===== config.mk =====
export PLATFORM = sky130hd
export DESIGN_NAME = scrb_bank
export DESIGN_NICKNAME = d
export VERILOG_FILES = /design/src/hw/scrb_pkg.sv /design/src/hw/scrb_bank.sv
export VERILOG_INCLUDE_DIRS = /design/src /design/src/hw
export SDC_FILE = /design/constraint.sdc
export NUM_CORES = 1
export LEC_CHECK = 0
export BUFFER_PORTS_ARGS = -buffer_cell sky130_fd_sc_hd__clkbuf_2
export CAP_MARGIN = 20
export CELL_PAD_IN_SITES_DETAIL_PLACEMENT = 1
export CELL_PAD_IN_SITES_GLOBAL_PLACEMENT = 2
export CORE_ASPECT_RATIO = 0.9
export CORE_MARGIN = 10
export CORE_UTILIZATION = 30
export DETAILED_ROUTE_END_ITERATION = 12
export PLACE_DENSITY = 0.8
export SYNTH_ARGS = -nofsm -noshare
export SYNTH_HDL_FRONTEND = slang
export SYNTH_SLANG_ARGS = --single-unit

===== constraint.sdc =====
create_clock -name clk_sys -period 2.2 [get_ports clk_sys]
set_input_delay 0.44 -clock clk_sys [delete_from_list [all_inputs] [get_ports clk_sys]]
set_output_delay 0.44 -clock clk_sys [all_outputs]
set_load 0.02 [all_outputs]

===== src/hw/scrb_defines.svh =====
// Register offsets, field positions and reset values of the system control bank.
// Included by the bank module; definitions only.
`ifndef SCRB_DEFINES_SVH
`define SCRB_DEFINES_SVH

// ----------------------------------------
// Register offsets (byte addresses)
// ----------------------------------------
`define SCRB_OFS_ADDR_LOW 8'h10
`define SCRB_OFS_ADDR_MID 8'h12
`define SCRB_OFS_ADDR_HIGH 8'h14
`define SCRB_OFS_BUS_CTRL 8'h20
`define SCRB_OFS_ROM_CTRL 8'h22
`define SCRB_OFS_SELFTEST 8'h24
`define SCRB_OFS_SOFT_RST 8'h26

// ----------------------------------------
// Field positions
// ----------------------------------------
`define SCRB_BUS_DRIVE_BIT 6
`define SCRB_BUS_CLKSEL_BIT 2
`define SCRB_ROM_SWEN_BIT 4
`define SCRB_ROM_DIN_BIT 3
`define SCRB_ROM_DOUT_BIT 2
`define SCRB_ROM_SCLK_BIT 1
`define SCRB_ROM_CS_BIT 0
`define SCRB_ST_TX_DONE_BIT 12
`define SCRB_ST_TX_FAIL_BIT 11
`define SCRB_ST_TX_CNT_LSB 8
`define SCRB_ST_RX_DONE_BIT 4
`define SCRB_ST_RX_FAIL_BIT 3
`define SCRB_ST_RX_CNT_LSB 0
`define SCRB_RST_QUEUE_BIT 1
`define SCRB_RST_GLOBAL_BIT 0

// ----------------------------------------
// Reset values and ROM fetch constants
// ----------------------------------------
`define SCRB_RST_WORD 16'h0000
`define SCRB_RST_DIV 2'h0
`define SCRB_ROM_FIRST_WORD 8'h01
`define SCRB_ROM_WORDS 2'h3
`define SCRB_ROM_READ_OP 3'h6
`define SCRB_ROM_HALF_PERIOD 8'h32

`endif


===== src/hw/scrb_pkg.sv =====
// Types shared by the system control bank.
// Assumes the defines header is on the include path.
package scrb_pkg;
  // Serial ROM address fetch states
  typedef enum logic [2:0] {
    FETCH_IDLE,
    FETCH_SELECT,
    FETCH_SHIFT,
    FETCH_STORE,
    FETCH_DONE
  } scrb_fetch_t;
endpackage


===== src/hw/scrb_bank.sv =====
// System control register bank: station address, bus control, serial ROM
// pins, memory self-test report and soft resets.
// Assumes a synchronous host bus on clk_sys and a 3-wire serial ROM.
`timescale 1ns/1ps
`include "scrb_defines.svh"

// Behaviour
// - Fetch station address from ROM word one
// - ROM words 1,2,3 load low, middle, high
// - Address register writes never reach ROM
// - Address words at 0x10, 0x12, 0x14
// - Bus control bit 6 selects drive strength
// - Bus control bit 2 selects clock source
// - Bus control bits 1:0 set divider
// - ROM control bit 4 enables bit-bang
// - ROM control bit 3 reads data-in live
// - ROM bits 2..0 drive data, clock, select
// - Self-test both buffers after reset
// - Transmit result at bits 12, 11, 10:8
// - Receive result at bits 4, 3, 2:0
// - Bit 1 holds queue manager in reset
// - Bit 0 resets whole chip and registers
module scrb_bank #(
  parameter int ADDR_W = 8,
  parameter int CNT_W = 3
) (
  // Clock and reset
  input wire logic clk_sys,
  input wire logic rst,
  // Host register port
  input wire logic [ADDR_W-1:0] reg_addr,
  input wire logic reg_wr,
  input wire logic reg_rd,
  input wire logic [15:0] reg_wdata,
  output logic [15:0] reg_rdata,
  // Serial ROM pins and strap
  input wire logic rom_present_strap,
  input wire logic rom_serial_data_in_pin,
  output logic rom_serial_data_out_pin,
  output logic rom_serial_clock_pin,
  output logic rom_chip_select_pin,
  // Memory self-test results from the buffer testers
  input wire logic tx_selftest_done,
  input wire logic tx_selftest_failed,
  input wire logic [CNT_W-1:0] tx_selftest_fail_count,
  input wire logic rx_selftest_done,
  input wire logic rx_selftest_failed,
  input wire logic [CNT_W-1:0] rx_selftest_fail_count,
  // Controls to the rest of the chip
  output logic selftest_start,
  output logic queue_manager_reset,
  output logic chip_soft_reset,
  output logic [47:0] station_address,
  output logic drive_strength_high,
  output logic bus_clock_select,
  output logic [1:0] bus_clock_divider,
  output logic rom_fetch_busy
);

  // ----------------------------------------
  // Declarations
  // ----------------------------------------
  logic [15:0] addr_low_r; // Station address words
  logic [15:0] addr_mid_r;
  logic [15:0] addr_high_r;
  logic drive_r; // Bus control fields
  logic clksel_r;
  logic [1:0] div_r;
  logic sw_en_r; // ROM bit-bang fields
  logic [2:0] pins_r;
  logic qrst_r; // Soft reset bits
  logic grst_r;
  logic any_rst; // Hard or global soft reset
  logic strap_r; // Strap caught after reset
  logic strap_seen_r;
  scrb_pkg::scrb_fetch_t state_r; // ROM fetch engine
  logic [7:0] tick_r;
  logic sclk_r;
  logic cs_r;
  logic dout_r;
  logic [4:0] bit_r;
  logic [26:0] shift_r;
  logic [1:0] word_r;
  logic [15:0] rdata_nxt;
  logic tick_end;
  logic st_pulse_r;

  assign any_rst = rst | grst_r;
  assign tick_end = (tick_r == `SCRB_ROM_HALF_PERIOD);

  // ----------------------------------------
  // Strap capture
  // ----------------------------------------
  // Strap sampled once on the first clock after reset
  always_ff @(posedge clk_sys) begin
    if (rst) begin
      strap_r <= 1'b0;
      strap_seen_r <= 1'b0;
    end else if (!strap_seen_r) begin
      strap_r <= rom_present_strap;
      strap_seen_r <= 1'b1;
    end
  end

  // ----------------------------------------
  // Serial ROM address fetch
  // ----------------------------------------
  // Half-period timer for the serial clock
  always_ff @(posedge clk_sys) begin
    if (any_rst || state_r == scrb_pkg::FETCH_IDLE || tick_end) begin
      tick_r <= 8'h00;
    end else begin
      tick_r <= tick_r + 8'h01;
    end
  end

  // fetch from word one
  // Read op, 6-bit address, dummy bit, 16 data bits: 25 clocks per word
  always_ff @(posedge clk_sys) begin
    if (any_rst) begin
      state_r <= scrb_pkg::FETCH_IDLE;
      sclk_r <= 1'b0;
      cs_r <= 1'b0;
      dout_r <= 1'b0;
      bit_r <= 5'h00;
      shift_r <= 27'h000_0000;
      word_r <= 2'h0;
    end else begin
      unique case (state_r)
        scrb_pkg::FETCH_IDLE: begin
          // Start once the strap says a ROM is fitted
          if (strap_seen_r && strap_r && word_r == 2'h0) begin
            state_r <= scrb_pkg::FETCH_SELECT;
          end
        end
        scrb_pkg::FETCH_SELECT: begin
          // Load command for the current word
          cs_r <= 1'b1;
          sclk_r <= 1'b0;
          bit_r <= 5'h00;
          shift_r <= {`SCRB_ROM_READ_OP, 6'(`SCRB_ROM_FIRST_WORD + {6'h00, word_r}),
                      18'h0_0000};
          dout_r <= 1'b1;
          state_r <= scrb_pkg::FETCH_SHIFT;
        end
        scrb_pkg::FETCH_SHIFT: begin
          if (tick_end) begin
            sclk_r <= ~sclk_r;
            if (sclk_r) begin
              // Falling edge: present next command bit
              dout_r <= shift_r[25];
              shift_r <= {shift_r[25:0], rom_serial_data_in_pin};
              bit_r <= bit_r + 5'h01;
              if (bit_r == 5'd24) begin
                state_r <= scrb_pkg::FETCH_STORE;
              end
            end
          end
        end
        scrb_pkg::FETCH_STORE: begin
          cs_r <= 1'b0;
          dout_r <= 1'b0;
          word_r <= word_r + 2'h1;
          state_r <= (word_r == `SCRB_ROM_WORDS - 2'h1) ? scrb_pkg::FETCH_DONE
                                                       : scrb_pkg::FETCH_SELECT;
        end
        default: begin
          // Done until the next reset
          state_r <= scrb_pkg::FETCH_DONE;
        end
      endcase
    end
  end

  assign rom_fetch_busy = (state_r != scrb_pkg::FETCH_IDLE) &&
                          (state_r != scrb_pkg::FETCH_DONE);

  // ----------------------------------------
  // Station address registers
  // ----------------------------------------
  // word-to-register mapping
  // writes stay in the registers only
  always_ff @(posedge clk_sys) begin
    if (any_rst) begin
      addr_low_r <= `SCRB_RST_WORD;
      addr_mid_r <= `SCRB_RST_WORD;
      addr_high_r <= `SCRB_RST_WORD;
    end else if (state_r == scrb_pkg::FETCH_STORE) begin
      // Fetched data sits in the low 16 bits of the shifter
      unique case (word_r)
        2'h0: addr_low_r <= shift_r[15:0];
        2'h1: addr_mid_r <= shift_r[15:0];
        default: addr_high_r <= shift_r[15:0];
      endcase
    end else if (reg_wr) begin
      if (reg_addr == `SCRB_OFS_ADDR_LOW) addr_low_r <= reg_wdata;
      if (reg_addr == `SCRB_OFS_ADDR_MID) addr_mid_r <= reg_wdata;
      if (reg_addr == `SCRB_OFS_ADDR_HIGH) addr_high_r <= reg_wdata;
    end
  end

  assign station_address = {addr_high_r, addr_mid_r, addr_low_r};

  // ----------------------------------------
  // Bus control and ROM pin control
  // ----------------------------------------
  // drive, clock select, divider
  always_ff @(posedge clk_sys) begin
    if (any_rst) begin
      drive_r <= 1'b0;
      clksel_r <= 1'b0;
      div_r <= `SCRB_RST_DIV;
    end else if (reg_wr && reg_addr == `SCRB_OFS_BUS_CTRL) begin
      drive_r <= reg_wdata[`SCRB_BUS_DRIVE_BIT];
      clksel_r <= reg_wdata[`SCRB_BUS_CLKSEL_BIT];
      div_r <= reg_wdata[1:0];
    end
  end

  assign drive_strength_high = drive_r;
  assign bus_clock_select = clksel_r;
  assign bus_clock_divider = div_r;

  // software access enable and pin bits
  always_ff @(posedge clk_sys) begin
    if (any_rst) begin
      sw_en_r <= 1'b0;
      pins_r <= 3'h0;
    end else if (reg_wr && reg_addr == `SCRB_OFS_ROM_CTRL) begin
      sw_en_r <= reg_wdata[`SCRB_ROM_SWEN_BIT];
      pins_r <= reg_wdata[2:0];
    end
  end

  // bits drive the pins under software access
  always_comb begin
    if (sw_en_r) begin
      rom_serial_data_out_pin = pins_r[`SCRB_ROM_DOUT_BIT];
      rom_serial_clock_pin = pins_r[`SCRB_ROM_SCLK_BIT];
      rom_chip_select_pin = pins_r[`SCRB_ROM_CS_BIT];
    end else begin
      rom_serial_data_out_pin = dout_r;
      rom_serial_clock_pin = sclk_r;
      rom_chip_select_pin = cs_r;
    end
  end

  // ----------------------------------------
  // Soft resets and self-test start
  // ----------------------------------------
  // queue reset, global reset, held while set
  always_ff @(posedge clk_sys) begin
    if (rst) begin
      qrst_r <= 1'b0;
      grst_r <= 1'b0;
    end else if (reg_wr && reg_addr == `SCRB_OFS_SOFT_RST) begin
      qrst_r <= reg_wdata[`SCRB_RST_QUEUE_BIT];
      grst_r <= reg_wdata[`SCRB_RST_GLOBAL_BIT];
    end else if (grst_r) begin
      // Global reset also returns the queue bit to default
      qrst_r <= 1'b0;
    end
  end

  assign queue_manager_reset = qrst_r | grst_r;
  assign chip_soft_reset = grst_r;

  // start self-test on the cycle after reset ends
  always_ff @(posedge clk_sys) begin
    if (any_rst) begin
      st_pulse_r <= 1'b1;
    end else begin
      st_pulse_r <= 1'b0;
    end
  end

  assign selftest_start = st_pulse_r & ~any_rst;

  // ----------------------------------------
  // Register read path
  // ----------------------------------------
  // Read mux; unmapped offsets read zero
  always_comb begin
    rdata_nxt = 16'h0000;
    unique case (reg_addr)
      `SCRB_OFS_ADDR_LOW: rdata_nxt = addr_low_r;
      `SCRB_OFS_ADDR_MID: rdata_nxt = addr_mid_r;
      `SCRB_OFS_ADDR_HIGH: rdata_nxt = addr_high_r;
      `SCRB_OFS_BUS_CTRL: begin
        rdata_nxt[`SCRB_BUS_DRIVE_BIT] = drive_r;
        rdata_nxt[`SCRB_BUS_CLKSEL_BIT] = clksel_r;
        rdata_nxt[1:0] = div_r;
      end
      `SCRB_OFS_ROM_CTRL: begin
        rdata_nxt[`SCRB_ROM_SWEN_BIT] = sw_en_r;
        rdata_nxt[`SCRB_ROM_DIN_BIT] = rom_serial_data_in_pin;
        rdata_nxt[2:0] = pins_r;
      end
      `SCRB_OFS_SELFTEST: begin
        rdata_nxt[`SCRB_ST_TX_DONE_BIT] = tx_selftest_done;
        rdata_nxt[`SCRB_ST_TX_FAIL_BIT] = tx_selftest_failed;
        rdata_nxt[`SCRB_ST_TX_CNT_LSB +: CNT_W] = tx_selftest_fail_count;
        rdata_nxt[`SCRB_ST_RX_DONE_BIT] = rx_selftest_done;
        rdata_nxt[`SCRB_ST_RX_FAIL_BIT] = rx_selftest_failed;
        rdata_nxt[`SCRB_ST_RX_CNT_LSB +: CNT_W] = rx_selftest_fail_count;
      end
      `SCRB_OFS_SOFT_RST: begin
        rdata_nxt[`SCRB_RST_QUEUE_BIT] = qrst_r;
        rdata_nxt[`SCRB_RST_GLOBAL_BIT] = grst_r;
      end
      default: rdata_nxt = 16'h0000;
    endcase
  end

  // Registered read data, one cycle after the strobe
  always_ff @(posedge clk_sys) begin
    if (rst) begin
      reg_rdata <= 16'h0000;
    end else if (reg_rd) begin
      reg_rdata <= rdata_nxt;
    end
  end

  // ----------------------------------------
  // Assertions
  // ----------------------------------------
  a_addr_low_write: assert property (
    @(posedge clk_sys) disable iff (any_rst)
    (reg_wr && reg_addr == `SCRB_OFS_ADDR_LOW && state_r != scrb_pkg::FETCH_STORE)
      |=> addr_low_r == $past(reg_wdata))
    else $error("low address word not written");

  a_drive_strength: assert property (
    @(posedge clk_sys) disable iff (any_rst)
    (reg_wr && reg_addr == `SCRB_OFS_BUS_CTRL)
      |=> drive_strength_high == $past(reg_wdata[6]))
    else $error("drive strength bit wrong");

  a_clk_select: assert property (
    @(posedge clk_sys) disable iff (any_rst)
    (reg_wr && reg_addr == `SCRB_OFS_BUS_CTRL)
      |=> bus_clock_select == $past(reg_wdata[2]))
    else $error("clock select bit wrong");

  a_clk_divider: assert property (
    @(posedge clk_sys) $fell(any_rst) |-> bus_clock_divider == 2'h0)
    else $error("divider not default after reset");

  a_rom_sw_drive: assert property (
    @(posedge clk_sys) disable iff (rst)
    sw_en_r |-> rom_chip_select_pin == pins_r[0] && rom_serial_clock_pin == pins_r[1]
      && rom_serial_data_out_pin == pins_r[2])
    else $error("software pin control not applied");

  a_rom_din_live: assert property (
    @(posedge clk_sys) disable iff (rst)
    (reg_rd && reg_addr == `SCRB_OFS_ROM_CTRL)
      |=> reg_rdata[3] == $past(rom_serial_data_in_pin))
    else $error("data-in status not live");

  a_selftest_rx: assert property (
    @(posedge clk_sys) disable iff (rst)
    (reg_rd && reg_addr == `SCRB_OFS_SELFTEST)
      |=> reg_rdata[4:0] == {$past(rx_selftest_done), $past(rx_selftest_failed),
                             $past(rx_selftest_fail_count)})
    else $error("receive self-test fields wrong");

  a_queue_reset: assert property (
    @(posedge clk_sys) disable iff (rst)
    (reg_wr && reg_addr == `SCRB_OFS_SOFT_RST && reg_wdata[1]) |=> queue_manager_reset)
    else $error("queue manager reset not held");

  a_global_reset: assert property (
    @(posedge clk_sys) disable iff (rst)
    grst_r |=> addr_low_r == 16'h0000 && drive_r == 1'b0 && sw_en_r == 1'b0)
    else $error("global reset did not clear registers");

  a_reserved_zero: assert property (
    @(posedge clk_sys) disable iff (rst)
    (reg_rd && reg_addr == 8'h16) |=> reg_rdata == 16'h0000)
    else $error("reserved offset read not zero");

  a_fetch_start: assert property (
    @(posedge clk_sys) disable iff (any_rst)
    (state_r == scrb_pkg::FETCH_IDLE && strap_seen_r && strap_r && word_r == 2'h0)
      |=> state_r == scrb_pkg::FETCH_SELECT)
    else $error("address fetch did not start");

endmodule


# Word-level counts from Yosys, hierarchy flattened
# Index checks and enable logic that the tools add are counted.
[classes]
n_addsub = 4
eq_ne = 22
mux = 45
n_bitwise = 5
n_reduce_logical = 27
[op_table]
columns = ["operator", "count"]
rows = [
  ["$mux 16", 12],
  ["$mux 26", 2],
  ["$pmux 26 s2", 1],
  ["$eq 8x6->1 const B", 5],
  ["$eq 8x5->1 const B", 3],
  ["$pmux 5 s4", 1],
  ["$mux 3", 5],
  ["$reduce_and 3->1", 5],
  ["$pmux 2 s7", 1],
  ["$reduce_bool 2->1", 7],
  ["$pmux 3 s4", 1],
  ["$mux 1", 10],
  ["$mux 5", 2],
  ["$ne 2x2->1 const B", 5],
  ["$pmux 2 s5", 1],
  ["$pmux 5 s2", 1],
  ["$pmux 1 s3", 3],
  ["$pmux 3 s3", 1],
  ["$add 8x1->8 const B", 1],
  ["$eq 3x2->1 const B", 2],
  ["$logic_and 1x1->1", 6],
  ["$pmux 1 s6", 1],
  ["$reduce_bool 3->1", 2],
  ["$add 5x1->5 const B", 1],
  ["19 further kinds", 24],
]
[totals]
regBits = 124
input_bits = 40
output_inout_bits = 75
wordCells = 125

# Depth between registers and ports, before layout
[logic_depth]
word_depth = 5
mapped_depth = 8
depth_no_buf = 6

# Worst setup path before layout
# No wires, ideal clock.
[synth_timing]
path_type = "input to register"
from = "input reg_addr[0]"
to = "register addr_mid_r[13]"
setup_ns = 0.081
arrival_ns = 2.055
required_ns = 2.119
path_slack_ns = 0.064
path_stages = 6
path_buffers = 2
path_cell_list = "buf_2 or4b_2 o41ai_4 buf_6 nor2_1 a211oi_2"
[synth_via]
elab_chain_len = 3
[synth_lines]
columns = ["item", "line_no", "source"]
rows = [
  ["start, declared", "scrb_bank.sv:31", "input wire logic [ADDR_W-1:0] reg_addr,"],
  ["$eq 8x5->1", "n/a", ""],
  ["$reduce_bool 2->1 (no line)", "n/a", ""],
  ["$reduce_and 3->1 (no line)", "n/a", ""],
  ["end signal, assigned", "scrb_bank.sv:186", "addr_mid_r <= `SCRB_RST_WORD;"],
  ["end signal, assigned", "scrb_bank.sv:192", "2'h1: addr_mid_r <= shift_r[15:0];"],
  ["end signal, assigned", "scrb_bank.sv:197", "if (reg_addr == `SCRB_OFS_ADDR_MID) addr_mid_r <= reg_wdata;"],
  ["end, declared", "scrb_bank.sv:64", "logic [15:0] addr_mid_r;"],
]
# Every way passes these cells.
# A chain may end at the register's enable or synchronous reset.

# Worst setup path in the final report
[layout_timing]
from = "register state_r[1]"
to = "register bit_r[3]"
[layout_via]
elab_chain_len = 3
elab_cells_between_ends = 7
cone_classes = "eq/ne (4); mux (1); reduce/logical (2)"
[layout_lines]
columns = ["item", "line_no", "source"]
rows = [
  ["start, declared", "scrb_bank.sv:76", "scrb_pkg::scrb_fetch_t state_r;"],
  ["start signal, assigned", "scrb_bank.sv:121", "state_r <= scrb_pkg::FETCH_IDLE;"],
  ["start signal, assigned", "scrb_bank.sv:133", "state_r <= scrb_pkg::FETCH_SELECT;"],
  ["start signal, assigned", "scrb_bank.sv:144", "state_r <= scrb_pkg::FETCH_SHIFT;"],
  ["$eq 3x2->1 / $eq 3x1->1 (equally long branches)", "scrb_bank.sv:129", "unique case (state_r)"],
  ["$ne 2x2->1 (no line) / $reduce_bool 2->1 (equally long branches)", "n/a", ""],
  ["$reduce_and 3->1 (no line)", "n/a", ""],
  ["end signal, assigned", "scrb_bank.sv:153", "bit_r <= bit_r + 5'h01;"],
  ["end, declared", "scrb_bank.sv:81", "logic [4:0] bit_r;"],
]
# Parallel ways exist; a longest one is shown, timed or not.

==> flow_summary.yaml <==
floorplan:
  num_rows: 47
  die_h_um: 149
  die_area_um2: 24400
  die_x_um: 164
  core_area_um2: 18300
  start_util: 0.304
  io_pins: 115
timing:
  setup_slack_ns: 0.255
  slew_violations: 0
  tns_ns: 0
  hold_ws_ns: 0.270
  tightest_slew_ns: 0.934
  period_needed_ns: 1.95
  setup_viol: 0
  hold_viol: 0
  relSlewSlack: 0.375
  min_period_over_period: 0.884
  fmax_mhz: 514
  rsz0062_at_grt: "no"
  final.setup_skew_ns: 0.00673
routing:
  drtIter0Drc: 278
  drcViolationCount: 0
  ant_nets: 0
  drt-total-wl_um: 19700
  dr.pass1.iters: 4
  vias: 5060
  wire_per_inst_um: 20.6
  vias_per_cell: 5.30
grt:
  grt_pass1_wl_um: 31100
  grt_use_total: 0.161
  overflow: 0
  grt_pass1_vias: 5433
  antenna_found_initial: 0
  grt_max_degree: 64
yosys:
  netlist_area_um2: 5570
  async_flop_share: 0
  synth.yosys.seq_area_share: 0.446
  syn_inst: 573
  synth-seq-cells: 124
  yosysUniqueCellTypes: 63
  syn-num-nets: 621
  synth.avg_cell_area_um2: 9.72
  synth_edf_count: 0
  synth_warnings: 0
  synth-main-ff-cell: "dfxtp_1"
critical_path:
  worstReg2RegStart: "state_r[1]"
  crit_path_start: "state_r[1]"
  reg2reg_depth: 4
  cp.depth: 4
  worstPathArrival_ns: 2.29
  required_ns: 2.55
  slowest_delay_ns: 0.55
  crit_path_max_fanout: 11
  path_delay_family: "simple AND/OR/NAND/NOR gates"
  worst_setup_path_end_kind: "register"
  path_buf_inv: 0
  path_cells: "nor3b_2 -> a41oi_1 -> or4_1 -> a21oi_1"
  crit_type: "reg -> reg"
  start_kind: "register"
  crit_path_top_delay_cell: "dfxtp_1"
placement:
  dp_hpwl_um: 14700
  pre_cts_ws_ns: -0.0460
  place_area_um2: 6590
  portBuffers: 114
  gp_congestion: 0.823
  place_inst: 923
clock_tree:
  cts_buffers: 17
  cts.hold.buffers_added: 0
  cts_setup_buffers: 0
  clk_latency_ns: 0.42
  cts_buffer_depth: 2
  cts_tree: "yes"
  clkTransAtPathRegs_ns: 0.06
  htree_levels: 4
  cts.sinks: 124
  cts-root-buf: "clkbuf_16"
  ctsResizeCount: 0
pwr:
  vdd_ir_drop_max_uv: 436
  p_leak_nw: 2.92
  powerDensity_nw_per_um2: 849
  design_power_total_mw: 6.09
hold_path:
  holdPathStages: 3
  hp-class: "in -> reg"
  min-delay-start: "rom_present_strap"
cells_and_area:
  final_cell_area_um2: 7170
  num_antenna_cells: 0
  final_cells: 955
  nets: 745
  final_util: 0.391
  syn2layout_area_growth_pct: 28.6
  layout-drive-gt1-share: 0.306
  fillers: 2110
status:
  status: "completed"
run:
  max_cap_violations: 0
==> per-layer routing <==
metal,track usage,part of all wire
met1,0.208,0.45
met2,0.252,0.46
met3,0.0464,0.071
met4,0.0580,0.020
met5,0,0
==> cells in the final DEF (no fill, tap or decap), drive strengths merged, types with 7 or more instances in the layout <==
cell	synthesis	routed
a22oi	7	7
nor2b	7	7
clkbuf	22	132
inv	12	17
a21oi	17	17
a22o	33	33
o21ai	11	11
ha	8	8
nand3b	11	11
clkinv	0	7
nand2	13	13
mux2i	40	40
nand3	15	15
dfxtp	124	124
a211oi	50	50
nor3	22	22
nor2	64	64
buf	25	38
==> where the power goes <==
group | switching, mW | total (mW) | internal (mW)
Sequential | 0.117 | 2.46 | 2.34
Clock | 1.12 | 2.73 | 1.61
Combinational | 0.557 | 0.895 | 0.338
==> worst paths after layout <==
check                 to  slack [ns]
max reg2reg     bit_r[3]        0.25
max             bit_r[3]        0.25
min reg2reg  shift_r[22]        0.48
min              strap_r        0.27
==> registers in the layout, indices dropped and copies added, names as in the netlist, 2 cells and up <==
name	cells
shift_r	26
addr_high_r	16
addr_low_r	16
addr_mid_r	16
reg_rdata	16
tick_r	8
bit_r	5
pins_r	3
state_r	3
bus_clock_divider	2
word_r	2
==> cell families (layout without fill, tap and decap cells) <==
logic type,after synthesis,count (layout),synth area share
flip-flops,124,124,0.446
adder cells (fa/ha/maj),8,8,0.0180
multiplexers,45,45,0.0820
buffers and inverters,59,196,0.0490
XOR/XNOR,8,8,0.0126
AND/OR/NAND/NOR,173,173,0.164
AO/OA/AOI/OAI,156,156,0.229
==> final cells by class <==
class | count | area (um2) | share of cell area
Clock inverter | 14 | 136 | 0.0190
Clock buffer | 18 | 439 | 0.0613
Tap cell | 245 | 307 | 0.0428
Timing Repair Buffer | 152 | 918 | 0.128
Sequential cell | 124 | 2480 | 0.346
Inverter | 12 | 45.0 | 0.00628
Multi-Input combinational cell | 390 | 2840 | 0.396
==> Yosys cell counts, types with 13 or more instances <==
library cell,instances,area [um2]
nand3_1,15,75.1
nor3_1,22,110
a211oi_2,14,175
a22o_1,33,289
clkbuf_1,22,82.6
mux2i_1,40,400
buf_2,17,85.1
nand2_1,13,48.8
a21oi_1,17,85.1
a211oi_1,36,270
dfxtp_1,124,2480
nor2_1,64,240
==> worst register-to-register path, stage by stage (launching register included) <==
cell and delay (ns):
dfxtp_1 0.55, nor3b_2 0.34, a41oi_1 0.28, or4_1 0.55, a21oi_1 0.15
(Power assumes the default switching activity.)
